==> src/gpio_ports_pkg.sv <==
// Package: register map, reset values and bus carriers for the four-port line block
package gpio_ports_pkg;

  localparam int num_ports = 4;
  localparam int port_width = 8;

  // Register offsets are word indices; the byte address on the bus is index times four
  localparam logic [7:0] port0_line_levels_idx = 8'h78;
  localparam logic [7:0] port1_line_levels_idx = 8'h79;
  localparam logic [7:0] port2_line_levels_idx = 8'h7A;
  localparam logic [7:0] port3_line_levels_idx = 8'h7B;
  localparam logic [7:0] port0_line_directions_idx = 8'h98;
  localparam logic [7:0] port1_line_directions_idx = 8'h99;
  localparam logic [7:0] port2_line_directions_idx = 8'h9A;
  localparam logic [7:0] port3_line_directions_idx = 8'h9B;
  localparam int addr_width = 10;

  // Values after reset
  localparam logic [7:0] levels_reset = 8'h00;
  localparam logic [7:0] dir_reset_port0 = 8'h20;
  localparam logic [7:0] dir_reset_port1 = 8'h70;
  localparam logic [7:0] dir_reset_port2 = 8'h00;
  localparam logic [7:0] dir_reset_port3 = 8'h00;

  // Named line positions
  localparam int sensor_irq_line = 3;
  localparam int video_sleep_line = 5;
  localparam int wd_kick_line = 7;
  localparam int wd_fired_line = 0;
  localparam int usb_prot_line = 2;
  localparam int xcvr_fault_line = 3;
  localparam int term_first_line = 4;
  localparam int term_second_line = 5;
  localparam int wd_enable_line = 6;
  localparam int flash_en_line = 7;
  localparam int battery_line = 6;
  localparam int wd_clear_line = 7;

  typedef struct packed {
    logic cyc;
    logic stb;
    logic we;
    logic [3:0] sel;
    logic [addr_width-1:0] adr;
    logic [31:0] dat;
  } wb_req_type;

  typedef struct packed {
    logic ack;
    logic err;
    logic [31:0] dat;
  } wb_rsp_type;

  typedef struct packed {
    logic sensor_irq;
    logic wd_fired_n;
    logic usb_prot_ok_n;
    logic xcvr_fault;
    logic battery_ok;
  } board_status_type;

endpackage

==> src/gpio_ports.sv <==
// Four eight-line ports with level and direction registers on classic Wishbone
//
// The Wishbone slave port is this design's own decision.
`timescale 1ns/1ns

// What this block does
// - Four ports of eight lines, each line set input or output by software.
// - Each port has one 8-bit level register and one 8-bit direction register.
// - Level register bit n maps to line n, bit 0 to line 0.
// - Direction bit n set to 0 makes line n input, 1 makes it output.
// - All lines of port two come out of reset as inputs.
// - Port zero line 3 is the sensor interrupt input, active high.
// - Port one line 0 reads 0 when the external watchdog fired.
// - Port one line 2 reads 0 when USB power protection tripped.
// - Port one line 3 reads 1 on a differential transceiver fault.
// - Port one lines 4 and 5 are terminator outputs; polarity unconfirmed.
// - Port three line 6 reads 0 when the backup battery needs replacing.
// - Port three line 7 resets as input; driving it clears watchdog and restarts.
// - Port zero line 5 puts the video processor into power saving.
module gpio_ports
  import gpio_ports_pkg::*;
#(
  parameter int ports = num_ports,
  parameter int width = port_width
)
(
  input wire logic clk,
  input wire logic rst,
  input wire wb_req_type wb_req,
  output wb_rsp_type wb_rsp,
  input wire logic [ports*width-1:0] line_in,
  output logic [ports*width-1:0] line_out,
  output logic [ports*width-1:0] line_oe,
  output board_status_type board_status
);

  // ==========================================================
  // Address decode
  // ==========================================================
  function automatic logic [2:0] decode(input logic [addr_width-1:0] adr);
    logic [7:0] idx;
    idx = adr[addr_width-1:2];
    case (idx)
      port0_line_levels_idx: decode = 3'b100;
      port1_line_levels_idx: decode = 3'b101;
      port2_line_levels_idx: decode = 3'b110;
      port3_line_levels_idx: decode = 3'b111;
      default: decode = 3'b000;
    endcase
  endfunction

  function automatic logic [2:0] decode_dir(input logic [addr_width-1:0] adr);
    logic [7:0] idx;
    idx = adr[addr_width-1:2];
    case (idx)
      port0_line_directions_idx: decode_dir = 3'b100;
      port1_line_directions_idx: decode_dir = 3'b101;
      port2_line_directions_idx: decode_dir = 3'b110;
      port3_line_directions_idx: decode_dir = 3'b111;
      default: decode_dir = 3'b000;
    endcase
  endfunction

  function automatic logic [7:0] dir_reset(input int p);
    case (p)
      0: dir_reset = dir_reset_port0;
      1: dir_reset = dir_reset_port1;
      2: dir_reset = dir_reset_port2;
      default: dir_reset = dir_reset_port3;
    endcase
  endfunction

  // ==========================================================
  // Register state
  // ==========================================================
  logic [width-1:0] level_q [ports];
  logic [width-1:0] level_d [ports];
  logic [width-1:0] dir_q [ports];
  logic [width-1:0] dir_d [ports];
  logic [width-1:0] pin_q [ports];
  wb_rsp_type rsp_q;
  wb_rsp_type rsp_d;
  logic [ports*width-1:0] out_q;
  logic [ports*width-1:0] out_d;
  logic [ports*width-1:0] oe_q;
  logic [ports*width-1:0] oe_d;
  board_status_type stat_q;
  board_status_type stat_d;

  logic req;
  logic [2:0] lvl_hit;
  logic [2:0] dir_hit;
  logic [width-1:0] rd_val;

  assign req = wb_req.cyc && wb_req.stb && !rsp_q.ack && !rsp_q.err;
  assign lvl_hit = decode(wb_req.adr);
  assign dir_hit = decode_dir(wb_req.adr);

  always_comb
  begin
    rd_val = '0;
    for (int p = 0; p < ports; p++)
    begin
      level_d[p] = level_q[p];
      dir_d[p] = dir_q[p];
      // Only byte lane 0 carries data; other lanes are ignored
      if (req && wb_req.we && wb_req.sel[0])
      begin
        if (lvl_hit[2] && lvl_hit[1:0] == p[1:0])
        begin
          level_d[p] = wb_req.dat[width-1:0];
        end
        if (dir_hit[2] && dir_hit[1:0] == p[1:0])
        begin
          dir_d[p] = wb_req.dat[width-1:0];
        end
      end
      if (lvl_hit[2] && lvl_hit[1:0] == p[1:0])
      begin
        // Per-bit mux between pin and stored value
        rd_val = (dir_q[p] & level_q[p]) | (~dir_q[p] & pin_q[p]);
      end
      if (dir_hit[2] && dir_hit[1:0] == p[1:0])
      begin
        rd_val = dir_q[p];
      end
    end
  end

  always_comb
  begin
    rsp_d = '0;
    if (req)
    begin
      if (lvl_hit[2] || dir_hit[2])
      begin
        rsp_d.ack = 1'b1;
        rsp_d.dat = {24'h000000, rd_val};
      end
      else
      begin
        // Unmapped address: answer with err so the master never hangs
        rsp_d.err = 1'b1;
      end
    end
  end

  // ==========================================================
  // Pin drive and board status
  // ==========================================================
  always_comb
  begin
    for (int p = 0; p < ports; p++)
    begin
      // Writes to input lines are kept but not driven
      // Terminator and video sleep lines are plain stored outputs; polarity is software's
      out_d[p*width +: width] = level_q[p] & dir_q[p];
      oe_d[p*width +: width] = dir_q[p];
    end
    // Line n of port p is bit p*width+n of the flattened vector
    stat_d.sensor_irq = pin_q[0][sensor_irq_line];
    stat_d.wd_fired_n = pin_q[1][wd_fired_line];
    stat_d.usb_prot_ok_n = pin_q[1][usb_prot_line];
    stat_d.xcvr_fault = pin_q[1][xcvr_fault_line];
    stat_d.battery_ok = pin_q[3][battery_line];
  end

  always_ff @(posedge clk or posedge rst)
  begin
    if (rst)
    begin
      for (int p = 0; p < ports; p++)
      begin
        level_q[p] <= levels_reset;
        dir_q[p] <= dir_reset(p);
        pin_q[p] <= '0;
      end
      rsp_q <= '0;
      out_q <= '0;
      oe_q <= '0;
      stat_q <= '0;
    end
    else
    begin
      for (int p = 0; p < ports; p++)
      begin
        level_q[p] <= level_d[p];
        dir_q[p] <= dir_d[p];
        pin_q[p] <= line_in[p*width +: width];
      end
      rsp_q <= rsp_d;
      out_q <= out_d;
      oe_q <= oe_d;
      stat_q <= stat_d;
    end
  end

  assign wb_rsp = rsp_q;
  assign line_out = out_q;
  assign line_oe = oe_q;
  assign board_status = stat_q;
endmodule

==> config.mk <==
export PLATFORM = sky130hd
export DESIGN_NAME = gpio_ports
export DESIGN_NICKNAME = d
export VERILOG_FILES = /design/src/gpio_ports_pkg.sv /design/src/gpio_ports.sv
export SDC_FILE = /design/constraint.sdc
export NUM_CORES = 1
export LEC_CHECK = 0
export ABC_AREA = 1
export CAP_MARGIN = 20
export CORE_UTILIZATION = 40
export DETAILED_ROUTE_END_ITERATION = 10
export DONT_BUFFER_PORTS = 1
export PLACE_DENSITY = 0.64
export SYNTH_ARGS = -nofsm -noshare
export SYNTH_HDL_FRONTEND = slang
export SYNTH_SLANG_ARGS = --single-unit
==> constraint.sdc <==
create_clock -name clk -period 6.85 [get_ports clk]
set_clock_uncertainty 0.15 [all_clocks]
set_input_delay 1.0275 -clock clk [delete_from_list [all_inputs] [get_ports clk]]
set_output_delay 1.0275 -clock clk [all_outputs]
set_load 0.05 [all_outputs]
# After elaboration in Yosys (flattened, before gate mapping)
# Index checks and enable logic that the tools add are counted.
# W data, S select, Z words.
dict set report classes {
  eq_ne 14
  n_mux 14
  n_bitwise 16
  reduce_logical 26
}
# cell count
set ops {}
lappend ops {{$mux W8} 9}
lappend ops {{$and A8 B8 Y8} 8}
lappend ops {{$mux W34} 1}
lappend ops {{$eq A8 B7 Y1 const B} 4}
lappend ops {{$eq A8 B8 Y1 const B} 4}
lappend ops {{$not A8 Y8} 4}
lappend ops {{$or A8 B8 Y8} 4}
lappend ops {{$pmux W3 S4} 2}
lappend ops {{$reduce_and A2 Y1} 8}
lappend ops {{$logic_and A1 B1 Y1} 13}
lappend ops {{$eq A2 B2 Y1 const B} 4}
lappend ops {{$eq A2 B1 Y1 const B} 2}
lappend ops {{$logic_not A2 Y1} 2}
lappend ops {{$logic_not A1 Y1} 2}
lappend ops {{$mux W1} 2}
lappend ops {{$logic_or A1 B1 Y1} 1}
dict set report totals {
  regBits 199
  output_inout_bits 103
}

# Logic depth before layout (Yosys ltp)
# Gate-level depths: netlist (run 1).
dict set report depth {
  ltp_word 14
  mapped_depth 12
}

# Least setup slack after synthesis (run 1)
# No wires, ideal clock.
dict set report synth_path {
  kind {input port to flip-flop}
  from {input port wb_req[36] in the netlist's numbering}
  to {register level_q[16] in the netlist's numbering}
  t_arrival_ns 2.003
  t_required_ns 6.573
  slack_ns 4.570
  stages 9
  n_path_buf 1
  cell_sequence {inv_2 > nand2_4 > nor2_2 > nand2_2 > inv_2 > nand2_2 > buf_2 > nand2_1 > o21ai_1}
}
dict set report synth_between {
  elab_chain_cells 5
}
# element line_no
set synth_rtl {}
lappend synth_rtl {{start: declaration} gpio_ports.sv:29} ;# input wire wb_req_type wb_req,
lappend synth_rtl {{$eq A8 B7 Y1} gpio_ports.sv:43} ;# case (idx)
lappend synth_rtl {{$pmux W3 S4 *} gpio_ports.sv:43}
lappend synth_rtl {{$eq A2 B1 Y1} gpio_ports.sv:109} ;# if (lvl_hit[2] && lvl_hit[1:0] == p[1:0])
lappend synth_rtl {{$logic_and A1 B1 Y1 *} gpio_ports.sv:109}
lappend synth_rtl {{$reduce_and A2 Y1 (no line) *} n/a}
lappend synth_rtl {{end signal: indexed assignment} gpio_ports.sv:174} ;# level_q[p] <= levels_reset;
lappend synth_rtl {{end signal: indexed assignment} gpio_ports.sv:187} ;# level_q[p] <= level_d[p];
lappend synth_rtl {{end: declaration} gpio_ports.sv:76} ;# logic [width-1:0] level_q [ports];
# Mark *: on every way between the ends. The rest lies on a longest branch, timed or not.
# A chain may end at the register's enable or synchronous reset.

==> results.md, run 1 <==
* Final Wtd Congestion at 0.775
* Cell count of the worst reg-to-reg path at 6
* Fill cells at 1498
* Num CTS Buffers at 17
* CTS clock-pin slew for the worst setup and hold paths at ~0.060 ns
* Die width at 131 um
* Synthesized area at 6700 um2
* R2R Path End: dir_q[13]
* Worst-margin pin slew at 0.820 ns
* Grt total ovfl at 0
* Mux cell area share after synthesis at 0%
* Max stage delay cell, worst path: nor2_4
* Antenna violations before repair at 1
* Synth Area in Compound Gates at 9.79%
* RSZ-0062 raised after global routing: no
* Hold_sp: pin_q[16]
* Yosys reg bits at roughly 180
* Power Dens Cells at about 280 nW/um2
* Fin crit share at 34.4%
* TritonCTS clock tree: built
* Post-cts resize count at 0
* Synth Area in XOR/XNOR at 0%
* Worst setup SP type: input pin
* Core area at 16100 um2
* Fmax at around 0.42 GHz
* Crit path launch: wb_req[41]
* Die area at about 17000 um2
* Most common cell in the netlist: nand2_1
* Crit-path max cell delay at 0.34 ns
* Initial cell density of the core at 41.6%
* Syn Area/Cell at 10.2 um2
* Max IR drop VDD at 166 uV
* Initial DRC Count at 300
* Adder-Cell Fraction of Synth Area at 0%
* Maximum buffer depth of the clock tree at 2
* Setup_tns at 0 ns
* EDFF count, synth at 0
* Via count at 4292
* Routed vias/inst at approximately 4.8
* DR pass1 iterations at 5
* Most used cell, CP: nand2_1
* Worst min path class: register to register
* Vert. Die Dim at 131 um
* Minimum clock period at 2.36 ns
* Synth warn at 0
* Hold buffer count at CTS at 0
* Reg2reg start: wb_rsp[33]
* H-tree depth at 4
* Layout cell share with drive strength beyond 1 at a little under an eighth
* Largest net degree at the start of global routing at 94
* Vias in the first global route at approximately 4200
* Worst rel slew slack at 45.3%
* Ys flop type: dfrtp_1
* GRT Util Overall at 18.4%
* CTS root buf: clkbuf_16
* Critical path, cell by cell: inv_1 -> nand2_1 -> nor2_4 -> nand2_2 -> inv_2 -> nand2_1 -> nand2_1 -> nand2_1 -> nand2_1 -> nand2_1 -> nand2_1 -> a21oi_1
* Data arrival, critical path at 2.49 ns
* Routed wire length at 15200 um
* Fin. max-slew vios at 0
* Area of the multi-input gates at 1770 um2
* Nets at 750
* Seq/Total Area, Yosys at 65.4%
* Leading area contributor after synthesis: dfrtp_1
* Endpoints failing hold at 0
* Largest family of logic cells by synthesized area: simple AND/OR/NAND/NOR gates
* Register area at between 4000 and 5000 um2
* Simple-gate portion of the synthesized area at between 10% and 20%
* Post-CTS Setup Repair Bufs at 0
* Layout Area Growth over Synthesis at 11.1%
* Leak at 3.77 nW
* Top cells by count, synth: nand2_1 (175), dfrtp_1 (171), inv_1 (91), o21ai_1 (75), buf_4 (27)
* Outcome: finished clean
* Hold Worst Slack at 0.232 ns
* Clock Sinks at 175
* Final Power at 2.12 mW
* DP HPWL at 10300 um
* Post-DRT Antenna Nets at 0
* Site Rows at 46
* Post-Place Cells at roughly 860
* Max cap viols at 0
* Reg2reg setup slack at 4.67 ns
* Critical path type: input pin to register
* Fraction of registers with async set/reset at 100%
* Synth top area share at 63.9%
* Synth area leaders: dfrtp_1 (64%), nand2_1 (9.8%), o21ai_1 (5.6%)
* Post-Syn Instances at 659
* Final setup fails at 0
* Average wire per standard cell at 17.0 um
* DRC at 0
* Finished Layout Cells at 897
* First-pass GRT wire length at 23600 um
* Crit-path max FO at 13
* CP Capture Type: register
* Crit path capture: wb_rsp[7]
* Data required, critical path at 6.98 ns
* Io pins at around 190
* PortBufs at 0
* Synth cell types at 25
* Later-pin clock latency in the skew report at 0.42 ns
==> how the worst min path moves through the flow <==
| stage | endpoint | slack (ns) | cells past startpoint |
|---|---|---|---|
| after global routing | board_status[3] | 0.23 | 0 |
| after floorplan | board_status[0] | 0.20 | 0 |
| final | board_status[3] | 0.23 | 0 |
| after detailed placement | board_status[4] | 0.22 | 0 |
| after CTS | board_status[3] | 0.24 | 0 |
| after global placement | board_status[0] | 0.21 | 0 |
==> critical path: cells and delay by family <==
kind | cells | cell delay [ns]
buf+inv | 2 | 0.26
compound gates | 1 | 0.05
simple gates | 9 | 1.14
==> logic make-up (layout without fill, tap and decap cells) <==
group / after synthesis / count (layout)
buf+inv: 137 / 135
other cells: 1 / 25
compound gates: 121 / 121
simple gates: 225 / 225
flops: 175 / 175
==> routing by layer <==
| metal | global-route usage, % | share of wire (%) | routed length (um) |
|---|---|---|---|
| met1 | 23.9 | 45 | 6810 |
| met2 | 29.4 | 47 | 7230 |
| met3 | 5.25 | 6.1 | 931 |
| met4 | 6.46 | 1.7 | 253 |
| met5 | 0 | 0 | 0 |
==> placed cells by master, fill, tap and decap left out <==
| cell | count |
|---|---|
| nand2_1 | 175 |
| dfrtp_1 | 171 |
| inv_1 | 90 |
| o21ai_1 | 75 |
| nand3_1 | 24 |
| a21oi_1 | 24 |
| conb_1 | 24 |
| clkbuf_16 | 17 |
| inv_2 | 9 |
| nand2_2 | 8 |
| o211ai_1 | 8 |
| o21ai_2 | 7 |
| nand3_2 | 6 |
| o21ai_0 | 6 |
| nor2_4 | 4 |
| clkbuf_8 | 4 |
| dfstp_2 | 4 |
| clkinvlp_4 | 3 |
| clkbuf_1 | 3 |
| nand2_4 | 2 |
| nor3_4 | 2 |
| clkinv_2 | 2 |
| nor2_1 | 2 |
| bufinv_16 | 2 |
| clkinv_4 | 2 |
| diode_2 | 1 |
| nor2_2 | 1 |
| nor2_8 | 1 |
| a21oi_2 | 1 |
| inv_6 | 1 |
| buf_16 | 1 |
| buf_4 | 1 |
==> area by class of cell <==
class	count	share of cell area, %
multi-input cells	370	23.7
well taps	216	3.63
diodes	1	0.0336
inverters	101	5.18
clock inverters	8	1.41
clock buffers	24	6.61
flip-flops and latches	175	58.9
repair buffers	2	0.471
==> metrics by stage <==
step | util, % | area [um2] | worst slack, ns
global route | 46.2 | 7440 | 4.33
global placement | 42.3 | 6810 | 4.03
floorplan | - | 6790 | 0.934
detailed placement | 42.3 | 6810 | 3.96
finish | 46.2 | 7440 | 4.49
CTS | 46.0 | 7410 | 4.40
==> report_power, final <==
group / leakage, nW / switching [mW] / internal, mW
sequential: 2.34 / 0.0185 / 1.05
clock: 0.283 / 0.387 / 0.577
combinational: 1.14 / 0.0750 / 0.0109
==> flip-flops by register name (all words and copies together) (netlist names) <==
name	flops
board_status	5
pin_q	32
line_oe	32
wb_rsp	10
line_out	32
level_q	32
dir_q	32
Power figures use the tool's default switching activity.
==> run 2, diff against run 1 <==
Clock period 6.85 ns to 2.3 ns, I/O delays scaled along.
==> run 2 against run 1 <==
Sequential power grew to 3.0 times the previous value. First-iteration DRC count grew 9.0%. Register-to-register slack got worse by 4.3 ns. Clock power increased to 3.1 times the previous value. Critical endpoint is now dir_q[5]. Via count grew 4.2%. Global-route usage rose by 0.63 points.
==> results.md, run 2 (synthesis results as in run 1) <==
* Reg2reg setup slack at a little under 0.4 ns
* Via count at around 4500
* Data arrival, critical path at 2.05 ns
* Largest net degree at the start of global routing at 74
* CP Capture Type: register
* Num CTS Buffers at 17
* Initial cell density of the core at 41.6%
* Vias in the first global route at around 4400
* PortBufs at 0
* Hold Worst Slack at 0.0371 ns
* Setup_tns at 0 ns
* Crit path capture: dir_q[5]
* RSZ-0062 raised after global routing: no
* Maximum buffer depth of the clock tree at 2
* TritonCTS clock tree: built
* H-tree depth at 4
* Core area at 16100 um2
* Outcome: finished clean
* Post-Place Cells at 871
* Leak at 3.97 nW
* Finished Layout Cells at 938
* First-pass GRT wire length at about 24000 um
* Grt total ovfl at 0
* Io pins at between 150 and 200
* CTS root buf: clkbuf_16
* Fin. max-slew vios at 0
* Commonest non-fill, non-tap cell in the layout: nand2_1
* Antenna Cells at 0
* DR pass1 iterations at 5
* Critical path type: register to register
* Worst setup SP type: register
* Average wire per standard cell at 16.4 um
* Minimum clock period at between 1.5 and 2 ns
* Worst rel slew slack at 63.5%
* Antenna violations before repair at 0
* Later-pin clock latency in the skew report at 0.43 ns
* Cell count of the worst reg-to-reg path at 6
* Initial DRC Count at 327
* Fmax at 0.525 GHz
* Max cap viols at 0
* Post-DRT Antenna Nets at 0
* R2R Path End: dir_q[5]
* Site Rows at 46
* Nets at 792
* Worst-margin pin slew at between 0.5 and 0.6 ns
* Post-cts resize count at 0
* Reg2reg start: wb_rsp[33]
* DP HPWL at 10400 um
* Post-CTS Setup Repair Bufs at 0
* Final setup fails at 0
* Routed wire length at 15300 um
* CTS clock-pin slew for the worst setup and hold paths at approximately 0.060 ns
* Fin crit share at 82.8%
* Final Wtd Congestion at 0.779
* Endpoints failing hold at 0
* Clock Sinks at 175
* Max IR drop VDD at 533 uV
* Layout cell share with drive strength beyond 1 at 12.2%
* Die width at 131 um
* Power Dens Cells at between 800 and 900 nW/um2
* Crit path launch: wb_rsp[33]
* DRC at 0
* Layout Area Growth over Synthesis at 17.7%
* Routed vias/inst at 4.77
* Data required, critical path at 2.44 ns
* Die area at 17300 um2
* Vert. Die Dim at 131 um
* Crit-path max FO at 16
* Worst min path class: input pin to register
* Most frequent cells in the layout: nand2_1 (175), dfrtp_1 (171), inv_1 (90)
* GRT Util Overall at 19.0%
## run 2: what timing repair did
| action | 4_1_cts | 5_1_grt |
|---|---|---|
| hold endpoints to repair | 53 | 0 |
| setup endpoints to repair | 0 | 0 |
| hold buffers | 35 | 0 |
## run 2: where the power goes
part,internal (mW),total (mW),switching (mW)
Sequential,3.12,3.17,0.0520
Combinational,0.0774,0.316,0.238
Clock,1.75,3.02,1.27
## run 2: final cells by class
| class | count | area, um2 |
|---|---|---|
| fill | 1455 | 8230 |
| sequential | 175 | 4380 |
| multi-input combinational | 370 | 1770 |
| timing repair buffer | 44 | 455 |
| clock buffer | 17 | 425 |
| inverter | 101 | 384 |
| tap | 216 | 270 |
| clock inverter | 15 | 200 |
## run 2: stage by stage
step	power (mW)	setup slack, ns	instance area, um2	util [%]
6_report	6.51	0.395	7890	48.9
5_1_grt	6.77	0.202	7890	48.9
4_1_cts	6.59	0.363	7890	48.9
3_5_place_dp	3.50	0.384	6910	42.9
3_3_place_gp	3.50	0.421	6910	42.9
2_1_floorplan	3.47	-0.430	6790	-
## run 2: worst min-delay path by stage
stage / startpoint / to / slack [ns] / depth (start not counted)
floorplan: pin_q[6] / board_status[0] / 0.20 / 0
global placement: rst / line_oe[5] / 0.13 / 1
detailed placement: rst / line_out[4] / 0.15 / 1
CTS: wb_req[47] / wb_rsp[33] / 0.02 / 2
global route: wb_req[47] / wb_rsp[33] / 0.03 / 2
finish: wb_req[47] / wb_rsp[33] / 0.04 / 2
## run 2: worst max-delay path, cell delays in order, from the launching register on
cell	delay, ns
dfrtp_1	0.38
nor2_1	0.12
nand3_2	0.15
nor2_4	0.34
nand3_2	0.38
nand2_1	0.16
o21ai_1	0.07
## run 2: routing by layer
metal / routed length (um) / vias to the layer above / GRT usage, %
li1: - / 2118 / -
met5: 0 / - / 0
met1: 6570 / 2170 / 24.6
met2: 7380 / 174 / 30.3
met3: 1220 / 11 / 6.67
met4: 170 / 0 / 5.17
